===== config.mk =====
export PLATFORM = sky130hd
export DESIGN_NAME = epfm_energy_monitor
export DESIGN_NICKNAME = d
export VERILOG_FILES = /design/src/rtl/epfm_pkg.sv /design/src/rtl/epfm_energy_monitor.sv
export VERILOG_INCLUDE_DIRS = /design/src /design/src/rtl
export SDC_FILE = /design/constraint.sdc
export NUM_CORES = 2
export LEC_CHECK = 0
export ABC_CLOCK_PERIOD_IN_PS = 12700
export BUFFER_PORTS_ARGS = -buffer_cell sky130_fd_sc_hd__buf_2
export CAP_MARGIN = 25
export CORE_MARGIN = 5
export CORE_UTILIZATION = 50
export DETAILED_ROUTE_END_ITERATION = 8
export PLACE_DENSITY = 0.66
export RECOVER_POWER = 50
export SLEW_MARGIN = 20
export SYNTH_ARGS = -nofsm -noshare
export SYNTH_HDL_FRONTEND = slang
export SYNTH_SLANG_ARGS = --single-unit

===== constraint.sdc =====
create_clock -name clk_i -period 12.7 [get_ports clk_i]
set_clock_uncertainty 0.2 [all_clocks]
set_input_delay 0.635 -clock clk_i [delete_from_list [all_inputs] [get_ports clk_i]]
set_output_delay 0.635 -clock clk_i [all_outputs]
set_load 0.005 [all_outputs]

===== src/rtl/epfm_regs.svh =====
// Register offsets, field positions and timing figures of the energy pulse fault monitor.
`ifndef EPFM_REGS_SVH
`define EPFM_REGS_SVH

`define EPFM_ADR_STATUS      8'h00
`define EPFM_ADR_CTRL        8'h04
`define EPFM_ADR_CF_COUNT    8'h08
`define EPFM_STATUS_FAULT    0
`define EPFM_STATUS_NEUTRAL  1
`define EPFM_STATUS_SUPPR    2
`define EPFM_CTRL_PULSE_EN   0
`define EPFM_CTRL_RESET      32'h00000001

`define EPFM_CLK_HZ          125000000
`define EPFM_MASTER_HZ       3579000
`define EPFM_BASE_DIV_LOG2   21
`define EPFM_LPF_CORNER_MHZ  8900
`define EPFM_SLOW_WIDTH_MS   275
`define EPFM_SLOW_PERIOD_MS  550
`define EPFM_FAULT_DELAY_MS  1000
`define EPFM_CF_WIDTH_US     1000

`define EPFM_CF_MULT_BASE    8'h40
`define EPFM_FAULT_SHIFT     3
`define EPFM_SWAP_PCT        114
`define EPFM_PCT_BASE        100
`define EPFM_SUPPR_NUM       3
`define EPFM_SUPPR_DEN       1000
`define EPFM_FS_CODE         32767

`define EPFM_TF_X100         574
`define EPFM_FS_MV           660
`define EPFM_VREF_MV         2500
`define EPFM_CF_THR_BASE     (((64'h1 << (`EPFM_BASE_DIV_LOG2 + 24)) / \
  (64'(`EPFM_TF_X100) * `EPFM_FS_MV * `EPFM_FS_MV)) * \
  (64'(`EPFM_VREF_MV) * `EPFM_VREF_MV * `EPFM_PCT_BASE))

`endif


===== src/rtl/epfm_pkg.sv =====
// Types shared by the energy pulse fault monitor.
package epfm_pkg;

  typedef struct packed {
    logic [1:0]         rate_s1;
    logic [1:0]         rate_s2;
    logic [1:0]         gain_s1;
    logic [1:0]         gain_s2;
    logic               scf_s1;
    logic               scf_s2;
    logic [31:0]        nco;
    logic               tick;
    logic signed [47:0] lpf;
    logic [63:0]        acc;
    logic [7:0]         cf_cnt;
    logic [31:0]        cf_total;
    logic [23:0]        cf_timer;
    logic               cf_n;
    logic [26:0]        period;
    logic [26:0]        slow_timer;
    logic               slow_sel;
    logic               a_n;
    logic               b_n;
    logic [31:0]        avg_p;
    logic [31:0]        avg_n;
    logic [26:0]        qual_timer;
    logic               fault;
    logic               neutral_active;
    logic               suppressed;
    logic               pulse_en;
    logic               ack;
    logic [31:0]        dat;
  } epfm_state_s;

endpackage


===== src/rtl/epfm_energy_monitor.sv =====
// Energy to pulse conversion with phase and neutral current fault monitoring.
// Operation
// Integrate filtered power into output pulse rates.
// Power low-pass filter, first order, 8.9 Hz.
// Calibration pulses up to 128 times slow rate.
// Fault when current magnitudes differ over 12.5%.
// During fault, bill on the larger current.
// Phase current is billing input after reset.
// Startup imbalance: fault after ~1 s, maybe swap.
// No fault detection below 0.3% full scale.
// Neutral low: fault, keep billing on phase.
// Filter currents; fault follows about one second.
// Fault output independent of slow pulses.
// Neutral over 114%: fault and swap.
// Swap back only at phase over 114%.
// Fault clears once within 12.5%.
// Slow outputs give active-low energy pulses.
// Slow rate follows 5.74 transfer equation.
// Gain pins choose gain 1, 2, 8, 16.
// Rate pins choose 1.7 to 13.6 Hz.
// Base frequency is master clock over power two.
// Gain codes 00,01,10,11 give 1,2,8,16.
// Calibration multiple from scale and rate pins.
// Alternating 275 ms pulses, half period when short.
// Light load holds selection and fault state.
//
// Decided for this implementation: the register offsets and the Wishbone slave port.
`timescale 1ns/10ps
`include "epfm_regs.svh"

module epfm_energy_monitor #(
  parameter int unsigned LPF_SHIFT        = 12,
  parameter int unsigned AVG_SHIFT        = 12,
  parameter logic [26:0] SLOW_WIDTH_CYC   = 27'(`EPFM_SLOW_WIDTH_MS * (`EPFM_CLK_HZ / 1000)),
  parameter logic [26:0] PERIOD_LIMIT_CYC = 27'(`EPFM_SLOW_PERIOD_MS * (`EPFM_CLK_HZ / 1000)),
  parameter logic [26:0] FAULT_DELAY_CYC  = 27'(`EPFM_FAULT_DELAY_MS * (`EPFM_CLK_HZ / 1000)),
  parameter logic [23:0] CF_WIDTH_CYC     = 24'(`EPFM_CF_WIDTH_US * (`EPFM_CLK_HZ / 1000000)),
  parameter logic [63:0] CF_THR           = `EPFM_CF_THR_BASE
) (
  // Clock and reset
  input  wire logic               clk_i,
  input  wire logic               rst_i,
  // Wishbone slave
  input  wire logic               wb_cyc_i,
  input  wire logic               wb_stb_i,
  input  wire logic               wb_we_i,
  input  wire logic [7:0]         wb_adr_i,
  input  wire logic [3:0]         wb_sel_i,
  input  wire logic [31:0]        wb_dat_i,
  output logic                    wb_ack_o,
  output logic [31:0]             wb_dat_o,
  // Converter samples, same clock
  input  wire logic               sample_valid_i,
  input  wire logic signed [15:0] voltage_sample_i,
  input  wire logic signed [15:0] phase_current_input_i,
  input  wire logic signed [15:0] neutral_current_input_i,
  // Static select pins
  input  wire logic               rate_select_lsb_i,
  input  wire logic               rate_select_msb_i,
  input  wire logic               gain_select_lsb_i,
  input  wire logic               gain_select_msb_i,
  input  wire logic               calib_scale_select_i,
  // Pulse and fault outputs
  output logic                    energy_pulse_a_n_o,
  output logic                    energy_pulse_b_n_o,
  output logic                    calib_pulse_out_n_o,
  output logic                    fault_o,
  output logic                    neutral_active_o
);

  localparam logic [31:0] NCO_INC =
    32'((64'(`EPFM_MASTER_HZ) << 32) / 64'(`EPFM_CLK_HZ));

  function automatic logic [2:0] gain_shift(input logic [1:0] code);
    unique case (code)
      2'h0: gain_shift = 3'h0;
      2'h1: gain_shift = 3'h1;
      2'h2: gain_shift = 3'h3;
      2'h3: gain_shift = 3'h4;
    endcase
  endfunction

  function automatic logic [15:0] magnitude(input logic signed [15:0] x);
    magnitude = x[15] ? 16'(-x) : 16'(x);
  endfunction

  epfm_pkg::epfm_state_s st;
  epfm_pkg::epfm_state_s next_st;

  logic signed [31:0] prod;
  logic signed [31:0] lpf_out;
  logic [63:0]        gained;
  logic [63:0]        acc_sum;
  logic [63:0]        cf_thr;
  logic [7:0]         cf_mult;
  logic               cf_event;
  logic               slow_event;
  logic [15:0]        ap;
  logic [15:0]        an;
  logic [15:0]        hi;
  logic [15:0]        lo;
  logic               fault_cond;
  logic               swap_cond;
  logic               suppress;
  logic [26:0]        width;

  always_comb begin
    next_st = st;
    next_st.rate_s1 = {rate_select_msb_i, rate_select_lsb_i};
    next_st.rate_s2 = st.rate_s1;
    next_st.gain_s1 = {gain_select_msb_i, gain_select_lsb_i};
    next_st.gain_s2 = st.gain_s1;
    next_st.scf_s1  = calib_scale_select_i;
    next_st.scf_s2  = st.scf_s1;

    // The master clock is rebuilt as a tick from a phase accumulator; dividing it by
    // two to the 21 down to 18 gives the base frequencies.
    {next_st.tick, next_st.nco} = {1'b0, st.nco} + {1'b0, NCO_INC};

    // Billing current is the one currently selected by the fault logic.
    prod = 32'(voltage_sample_i *
      (st.neutral_active ? neutral_current_input_i : phase_current_input_i));
    if (sample_valid_i) begin
      next_st.lpf = st.lpf + 48'(prod) - (st.lpf >>> LPF_SHIFT);
      next_st.avg_p = st.avg_p + 32'(magnitude(phase_current_input_i)) -
        (st.avg_p >> AVG_SHIFT);
      next_st.avg_n = st.avg_n + 32'(magnitude(neutral_current_input_i)) -
        (st.avg_n >> AVG_SHIFT);
    end
    lpf_out = 32'(st.lpf >>> LPF_SHIFT);

    // Negative power is not billed; gain enters as a shift of the filtered power.
    gained = lpf_out[31] ? 64'h0 :
      (64'(lpf_out[30:0]) << gain_shift(st.gain_s2));
    // The calibration threshold does not depend on the rate pins: the rate only sets
    // how many calibration pulses make one slow pulse.
    cf_thr  = CF_THR >> st.scf_s2;
    cf_mult = (`EPFM_CF_MULT_BASE << st.scf_s2) >> st.rate_s2;
    acc_sum = st.acc + gained;
    cf_event   = 1'b0;
    slow_event = 1'b0;
    if (st.pulse_en && st.tick) begin
      if (acc_sum >= cf_thr) begin
        next_st.acc = acc_sum - cf_thr;
        cf_event = 1'b1;
      end else begin
        next_st.acc = acc_sum;
      end
    end
    if (cf_event) begin
      next_st.cf_total = st.cf_total + 32'h1;
      if (st.cf_cnt >= cf_mult - 8'h1) begin
        next_st.cf_cnt = 8'h0;
        slow_event = 1'b1;
      end else begin
        next_st.cf_cnt = st.cf_cnt + 8'h1;
      end
    end

    if (cf_event) begin
      next_st.cf_n = 1'b0;
      next_st.cf_timer = CF_WIDTH_CYC;
    end else if (st.cf_timer != 24'h0) begin
      next_st.cf_timer = st.cf_timer - 24'h1;
      next_st.cf_n = (st.cf_timer == 24'h1);
    end

    // Slow pulses alternate between the two outputs; a new pulse ends the other one
    // so that both are never low together.
    width = (st.period < PERIOD_LIMIT_CYC) ? (st.period >> 1) : SLOW_WIDTH_CYC;
    if (width == 27'h0) begin
      width = 27'h1;
    end
    if (st.period != {27{1'b1}}) begin
      next_st.period = st.period + 27'h1;
    end
    if (slow_event) begin
      next_st.period = 27'h0;
      next_st.slow_sel = !st.slow_sel;
      next_st.a_n = st.slow_sel;
      next_st.b_n = !st.slow_sel;
      next_st.slow_timer = width;
    end else if (st.slow_timer != 27'h0) begin
      next_st.slow_timer = st.slow_timer - 27'h1;
      if (st.slow_timer == 27'h1) begin
        next_st.a_n = 1'b1;
        next_st.b_n = 1'b1;
      end
    end
    if (!st.pulse_en) begin
      next_st.cf_n = 1'b1;
      next_st.a_n = 1'b1;
      next_st.b_n = 1'b1;
      next_st.slow_timer = 27'h0;
      next_st.cf_timer = 24'h0;
    end

    // Fault monitor works on averaged magnitudes and never looks at the pulse path.
    ap = 16'(st.avg_p >> AVG_SHIFT);
    an = 16'(st.avg_n >> AVG_SHIFT);
    hi = (ap > an) ? ap : an;
    lo = (ap > an) ? an : ap;
    fault_cond = (32'(hi - lo) << `EPFM_FAULT_SHIFT) > 32'(hi);
    swap_cond = st.neutral_active ?
      (32'(ap) * `EPFM_PCT_BASE > 32'(an) * `EPFM_SWAP_PCT) :
      (32'(an) * `EPFM_PCT_BASE > 32'(ap) * `EPFM_SWAP_PCT);
    suppress = 32'(hi) * `EPFM_SUPPR_DEN < 32'(`EPFM_SUPPR_NUM * `EPFM_FS_CODE);
    next_st.suppressed = suppress;
    if (suppress) begin
      next_st.qual_timer = 27'h0;
    end else begin
      if (!fault_cond) begin
        next_st.fault = 1'b0;
      end
      if ((fault_cond && !st.fault) || swap_cond) begin
        // Assertion and swap wait for a second of persistent imbalance, which keeps
        // mains noise from flipping the billing input.
        if (st.qual_timer >= FAULT_DELAY_CYC - 27'h1) begin
          next_st.qual_timer = 27'h0;
          next_st.fault = 1'b1;
          if (swap_cond) begin
            next_st.neutral_active = !st.neutral_active;
          end
        end else begin
          next_st.qual_timer = st.qual_timer + 27'h1;
        end
      end else begin
        next_st.qual_timer = 27'h0;
      end
    end

    next_st.ack = wb_cyc_i && wb_stb_i && !st.ack;
    next_st.dat = 32'h0;
    if (wb_cyc_i && wb_stb_i && !st.ack) begin
      if (wb_we_i) begin
        if (wb_adr_i == `EPFM_ADR_CTRL && wb_sel_i[0]) begin
          next_st.pulse_en = wb_dat_i[`EPFM_CTRL_PULSE_EN];
        end
      end else begin
        unique case (wb_adr_i)
          `EPFM_ADR_STATUS: begin
            next_st.dat[`EPFM_STATUS_FAULT]   = st.fault;
            next_st.dat[`EPFM_STATUS_NEUTRAL] = st.neutral_active;
            next_st.dat[`EPFM_STATUS_SUPPR]   = st.suppressed;
          end
          `EPFM_ADR_CTRL: next_st.dat[`EPFM_CTRL_PULSE_EN] = st.pulse_en;
          `EPFM_ADR_CF_COUNT: next_st.dat = st.cf_total;
          default: next_st.dat = 32'h0;
        endcase
      end
    end
  end

  always_ff @(posedge clk_i) begin
    if (rst_i) begin
      st                <= '0;
      st.cf_n           <= 1'b1;
      st.a_n            <= 1'b1;
      st.b_n            <= 1'b1;
      st.neutral_active <= 1'b0;
      st.pulse_en       <= 1'(`EPFM_CTRL_RESET);
    end else begin
      st <= next_st;
    end
  end

  assign wb_ack_o            = st.ack;
  assign wb_dat_o            = st.dat;
  assign energy_pulse_a_n_o  = st.a_n;
  assign energy_pulse_b_n_o  = st.b_n;
  assign calib_pulse_out_n_o = st.cf_n;
  assign fault_o             = st.fault;
  assign neutral_active_o    = st.neutral_active;

  property p_phase_after_reset;
    @(posedge clk_i) $fell(rst_i) |-> !st.neutral_active && !st.fault;
  endproperty
  a_phase_after_reset: assert property (p_phase_after_reset)
    else $error("billing input is not phase after reset");

  property p_tick_spacing;
    @(posedge clk_i) disable iff (rst_i) st.tick |=> !st.tick [*8];
  endproperty
  a_tick_spacing: assert property (p_tick_spacing)
    else $error("master ticks arrive too close together");

  property p_slow_from_cf;
    @(posedge clk_i) disable iff (rst_i)
      ($fell(st.a_n) || $fell(st.b_n)) |->
        $past(cf_event) && ($past(st.cf_cnt) == $past(cf_mult) - 8'h1);
  endproperty
  a_slow_from_cf: assert property (p_slow_from_cf)
    else $error("slow pulse not after the calibration multiple");

  property p_alternate;
    @(posedge clk_i) disable iff (rst_i) $fell(st.a_n) |-> st.b_n ##0 $past(st.slow_sel) == 1'b0;
  endproperty
  a_alternate: assert property (p_alternate)
    else $error("slow outputs do not alternate");

  property p_clear_fault;
    @(posedge clk_i) disable iff (rst_i) (st.fault && !fault_cond && !suppress) |=> !st.fault;
  endproperty
  a_clear_fault: assert property (p_clear_fault)
    else $error("fault not cleared when currents agree");

  property p_hold_light;
    @(posedge clk_i) disable iff (rst_i)
      suppress |=> $stable(st.fault) && $stable(st.neutral_active);
  endproperty
  a_hold_light: assert property (p_hold_light)
    else $error("state changed while detection suppressed");

  property p_swap_fault;
    @(posedge clk_i) disable iff (rst_i)
      $changed(st.neutral_active) |-> st.fault && $past(swap_cond) && !$past(suppress);
  endproperty
  a_swap_fault: assert property (p_swap_fault)
    else $error("swap without fault or without 114 percent excess");

  property p_no_swap_low;
    @(posedge clk_i) disable iff (rst_i)
      (!st.neutral_active && !swap_cond) |=> !st.neutral_active;
  endproperty
  a_no_swap_low: assert property (p_no_swap_low)
    else $error("swapped to neutral while it is not larger");

  property p_fault_qualified;
    @(posedge clk_i) disable iff (rst_i)
      $rose(st.fault) |-> $past(st.qual_timer) == FAULT_DELAY_CYC - 27'h1;
  endproperty
  a_fault_qualified: assert property (p_fault_qualified)
    else $error("fault raised before the averaging delay");

  property p_wb_ack;
    @(posedge clk_i) disable iff (rst_i)
      (wb_cyc_i && wb_stb_i && !st.ack) |=> st.ack ##1 !st.ack;
  endproperty
  a_wb_ack: assert property (p_wb_ack)
    else $error("wishbone ack not a single cycle after request");

  property p_cf_width;
    @(posedge clk_i) disable iff (rst_i)
      cf_event |=> !st.cf_n && st.cf_timer == CF_WIDTH_CYC;
  endproperty
  a_cf_width: assert property (p_cf_width)
    else $error("calibration pulse not started at full width");

  property p_event_on_tick;
    @(posedge clk_i) disable iff (rst_i) cf_event |-> st.tick && st.pulse_en;
  endproperty
  a_event_on_tick: assert property (p_event_on_tick)
    else $error("calibration event away from a master tick");

  property p_slow_width;
    @(posedge clk_i) disable iff (rst_i)
      slow_event |=> st.slow_timer != 27'h0 && st.slow_timer <= SLOW_WIDTH_CYC;
  endproperty
  a_slow_width: assert property (p_slow_width)
    else $error("slow pulse width out of range");

  property p_slow_not_both;
    @(posedge clk_i) disable iff (rst_i) st.a_n || st.b_n;
  endproperty
  a_slow_not_both: assert property (p_slow_not_both)
    else $error("both slow outputs low together");

  property p_fault_cause;
    @(posedge clk_i) disable iff (rst_i)
      $rose(st.fault) |-> $past(fault_cond) || $past(swap_cond);
  endproperty
  a_fault_cause: assert property (p_fault_cause)
    else $error("fault raised without current imbalance");

  // Disabling pulses must leave every pulse output idle, or a counter could step.
  property p_idle_when_off;
    @(posedge clk_i) disable iff (rst_i) !st.pulse_en |=> st.a_n && st.b_n && st.cf_n;
  endproperty
  a_idle_when_off: assert property (p_idle_when_off)
    else $error("pulse output active while pulses are disabled");

endmodule // epfm_energy_monitor


==> Word level (Yosys, flattened, before mapping) <==
Cells that the tools add are included.
{ "op_classes": {"add_sub_neg": 19, "mul": 6, "order_cmp": 9, "n_eq_ne": 8, "shift": 4, "mux": 29, "n_bitwise": 5, "reduce_logical": 27} }
{ "ops": {"columns": ["cell", "n"], "rows": [
  ["$mux W64", 2],
  ["$add A32 B16 Y32", 2],
  ["$add A64 B64 Y64", 1],
  ["$ge A64 B64 Y1", 1],
  ["$mux W16", 4],
  ["$shl A31 B3 Y64", 1],
  ["$shr A47 B1 Y64 const A", 1],
  ["$sub A32 B20 Y32", 2],
  ["$sub A64 B64 Y64", 1],
  ["$add A27 B1 Y27 const B", 2],
  ["$mux W27", 2],
  ["$mux W26", 2],
  ["$add A48 B32 Y48", 1],
  ["$sub A48 B36 Y48", 1],
  ["$gt A23 B23 Y1", 2],
  ["$mul A16 B6 Y22 const B", 2],
  ["$mul A16 B5 Y21 const B", 2],
  ["$mux W18", 2],
  ["$add A32 B27 Y33 const B", 1],
  ["$add A32 B1 Y32 const B", 1],
  ["$gt A32 B16 Y1", 1],
  ["$mul A16 B32 Y32", 1],
  ["$mux W32", 1],
  ["$neg A16 Y16", 2],
  ["other kinds (42)", 69]
]} }
{ "totals": {"regBits": 405, "input_bits": 103, "word_cells": 137} }

==> Longest topological paths before layout <==
{ "depth": {"word_depth": 11, "depth_mapped": 45, "mapped_depth_nobuf": 43} }

==> Worst setup path before layout <==
OpenSTA, ideal clock, no wires.
{ "synth_path": {"kind": "register -> register", "startpoint": "reg st, in the netlist neutral_active_o", "endpoint": "reg st[361] (netlist bit)", "setup_time_ns": 0.086, "arrival_ns": 10.011, "required_ns": 12.414, "path_slack_ns": 2.403, "stages_incl_launch_ff": 38, "n_path_buf": 1, "period_less_slack_ns": 10.297, "cell_sequence": "dfxtp_1 > clkbuf_1 > mux2_2 > and2_1 > fa_1 > inv_1 > fa_1 > fa_1 > inv_1 > fa_1 > fa_1 > inv_1 > fa_1 > inv_1 > ha_1 > nand3_1 > a21oi_1 > o31a_1 > [... 2 more ...] > a221oi_1 > a21oi_1 > a211o_1 > a31o_2 > a21oi_1 > xor2_2 > fa_1 > ha_1 > a21o_1 > a21o_1 > a21o_1 > o31a_1 > a31o_2 > a221oi_1 > a31oi_1 > xor2_1 > xnor2_1 > a211oi_1"} }
{ "synth_between": {"elab_chain_cells": 4} }
{ "synth_lines": {"columns": ["element", "line", "source"], "rows": [
  ["start, declared", "epfm_energy_monitor.sv:87", "epfm_pkg::epfm_state_s st;"],
  ["start signal, assigned", "epfm_energy_monitor.sv:263", "st <= next_st;"],
  ["$mux W32", "epfm_energy_monitor.sv:122", "(st.neutral_active ? neutral_current_input_i : phase_current_input_i));"],
  ["$mul A16 B32 Y32", "epfm_energy_monitor.sv:121", "prod = 32'(voltage_sample_i *"],
  ["$add A48 B32 Y48", "epfm_energy_monitor.sv:124", "next_st.lpf = st.lpf + 48'(prod) - (st.lpf >>> LPF_SHIFT);"],
  ["$sub A48 B36 Y48", "epfm_energy_monitor.sv:124", null]
]} }
No other way between the ends.
A chain may end at the register's enable or synchronous reset.

==> Worst setup path in the final report <==
Ends and elaborated chain as after synthesis.

==> qor.csv <==
metric;value;unit
critPathMaxStageDelay;0.58;ns
worstHoldStart;wb_stb_i;
dr.pass1.iters;5;
crit_path_start_kind;flop;
grt_max_degree;201;
syn_area_per_cell;8.370;sq um
drive_gt1_frac;0.04609;
maxSlewViolCount;347;
num_rows;116;
path_class;flop to flop;
r2r_end;st[361];
synth.cell_area;50330;sq um
fin_crit;11.58;ns
fin_nets;7142;
cts.sinks;405;
htree_levels;2;
num_vias;40970;
synthCells;6013;
routed_wl;123.3;mm
grt_pass1_wl;205.6;mm
worstPathArrival;11.57;ns
cp.required;12.69;ns
root_buffer;clkbuf_16;
yosys_most_used_dff;dfxtp_1;
drv_cap;3;
crit_path_frequent_cell;fa_1;
max_clock_freq;0.08635;GHz
final-setup-viol-count;0;
clockBufferDepth;3;
rr_startpoint;neutral_active_o;
place_hpwl;95.34;mm
drc_errors;0;
core;100000;sq um
overflow;0;
layout_commonest_cell;inv_1;
relSlewSlack;-3.833;
fin_tns_setup;0;ns
synth_enable_flop_cells;0;
io_buffers;106;
syn_to_final_growth;6.889;%
dieArea;107100;sq um
io_pins;141;
final_cell_mix;727 x inv_1, 590 x ha_1, 550 x nor2_1, 501 x nand2_1, 459 x fa_1;
diodes;0;
hold_path_class;input port to flop;
yosysSeqAreaShare;0.1611;
gp_congestion;0.8975;
reg2reg_depth;37;
status;complete, but fails checks;
end_kind;flop;
post_cts_buffers;0;
viasPerCell;5.590;
clk_pin_slew;0.06;ns
initial_core_util;0.5033;
hold_viol_final;0;
period_share;0.9119;
crit_fanout;23;
r2r_slack;1.12;ns
drt_iter0_drc;2224;
yosysWarnings;0;
routedWlPerCell;16.81;microns
synthArstFlopShare;0;
clock_latency;0.63;ns
grtUsageTotal;0.2287;
synth_nets;7165;
min_to;wb_ack_o;
rsz0062_at_grt;false;
grt_pass1_vias;41110;
ant_nets;0;
numCtsBuffers;51;
die_x;327.3;microns
tightest_slew;7.250;ns
die_y;327.3;microns
ys_ff_latch;405;
holdWs;0.06341;ns
ys_types;107;
antenna_found_initial;2;
slowest_stage;xor2_2;
violations;capacitance limit, slew limit;
tritoncts;yes;
holdPathStages;3;
[registers in the layout (all words and copies together), names as in the netlist, 5 cells and up]
signal    count
st          298
lpf_out      32
wb_dat_o     32
an           16
ap           16
next_st       5
[worst max-delay path, delay by kind of cell, from the launching register on]
kind | cells | cell delay (ns)
buf+inv | 5 | 0.55
xor+xnor | 3 | 0.91
flops | 1 | 0.40
simple gates | 3 | 0.47
compound gates | 16 | 3.69
mux | 1 | 0.54
fa+ha+maj | 9 | 4.37
[cell type report]
| type | count | area (sq um) |
|---|---|---|
| flip-flops and latches | 405 | 8108 |
| fillers | 9303 | 46210 |
| clock inverters | 36 | 680.7 |
| clock buffers | 59 | 1356 |
| multi-input cells | 4651 | 38440 |
| inverters | 730 | 2740 |
| well taps | 1298 | 1624 |
| repair buffers | 151 | 847.1 |
[synth_stat cells, types with 29 or more instances]
cell,n,share of area
ha_1,590,0.15
nor3_1,109,0.011
nand3_1,129,0.013
o21a_1,38,0.0057
and2_1,166,0.021
o21ai_0,173,0.017
a211oi_1,65,0.0097
clkbuf_1,154,0.011
a21o_1,113,0.017
o31ai_1,36,0.0054
mux2i_1,140,0.028
or4_1,45,0.0067
nor4_1,58,0.0072
a21oi_1,334,0.033
inv_1,727,0.054
dfxtp_1,405,0.16
xnor2_1,319,0.056
xor2_1,132,0.023
o21ai_1,29,0.0029
or3_1,42,0.0052
a31oi_1,36,0.0045
and3_1,48,0.0060
nand2b_1,58,0.0072
nor2b_1,71,0.0088
nand2_1,502,0.037
nand4_1,50,0.0062
nor2_1,550,0.041
buf_4,36,0.0054
fa_1,459,0.18
[metrics by stage]
step | utilization | instance area, sq um | std cells | setup slack [ns]
after floorplan | - | 50330 | 6013 | 2.404
after global placement | 0.5181 | 51810 | 7229 | 1.341
after detailed placement | 0.5181 | 51810 | 7229 | 1.287
after CTS | 0.5389 | 53890 | 7329 | 1.268
after global routing | 0.5379 | 53800 | 7330 | 0.4292
final | 0.5379 | 53800 | 7330 | 1.119
[metal layers]
metal | track usage | share of wire | vias up
li1 | - | - | 20230
met1 | 0.2956 | 0.44 | 19800
met2 | 0.4090 | 0.49 | 741
met3 | 0.02263 | 0.040 | 202
met4 | 0.06337 | 0.028 | 4
met5 | 0 | 0.00015 | -
[logic make-up after synthesis]
logic type,count (synthesis),synth area share
flip-flops,405,0.1611
multiplexers,160,0.03232
XOR/XNOR,452,0.07881
AND/OR/NAND/NOR,1929,0.1863
buffers and inverters,957,0.07505
AO/OA/AOI/OAI,1061,0.1371
adder cells (fa/ha/maj),1049,0.3293
[timing repair]
item	4_1_cts	5_1_grt
hold endpoints to repair	5	0
hold buffers	5	0
gates resized for setup	0	0
setup endpoints to repair	0	0
[worst max-delay path by stage]
stage                startpoint      end  slack, ns
2_1_floorplan  neutral_active_o  st[361]       2.40
3_3_place_gp   neutral_active_o  st[361]       1.34
3_5_place_dp   neutral_active_o  st[361]       1.29
4_1_cts        neutral_active_o  st[361]       1.27
5_1_grt        neutral_active_o  st[361]       0.43
6_report       neutral_active_o  st[361]       1.12
Power is left out: the tool's default activity adds up to more than one toggle a clock period on the data nets, which glitch-free logic cannot reach.
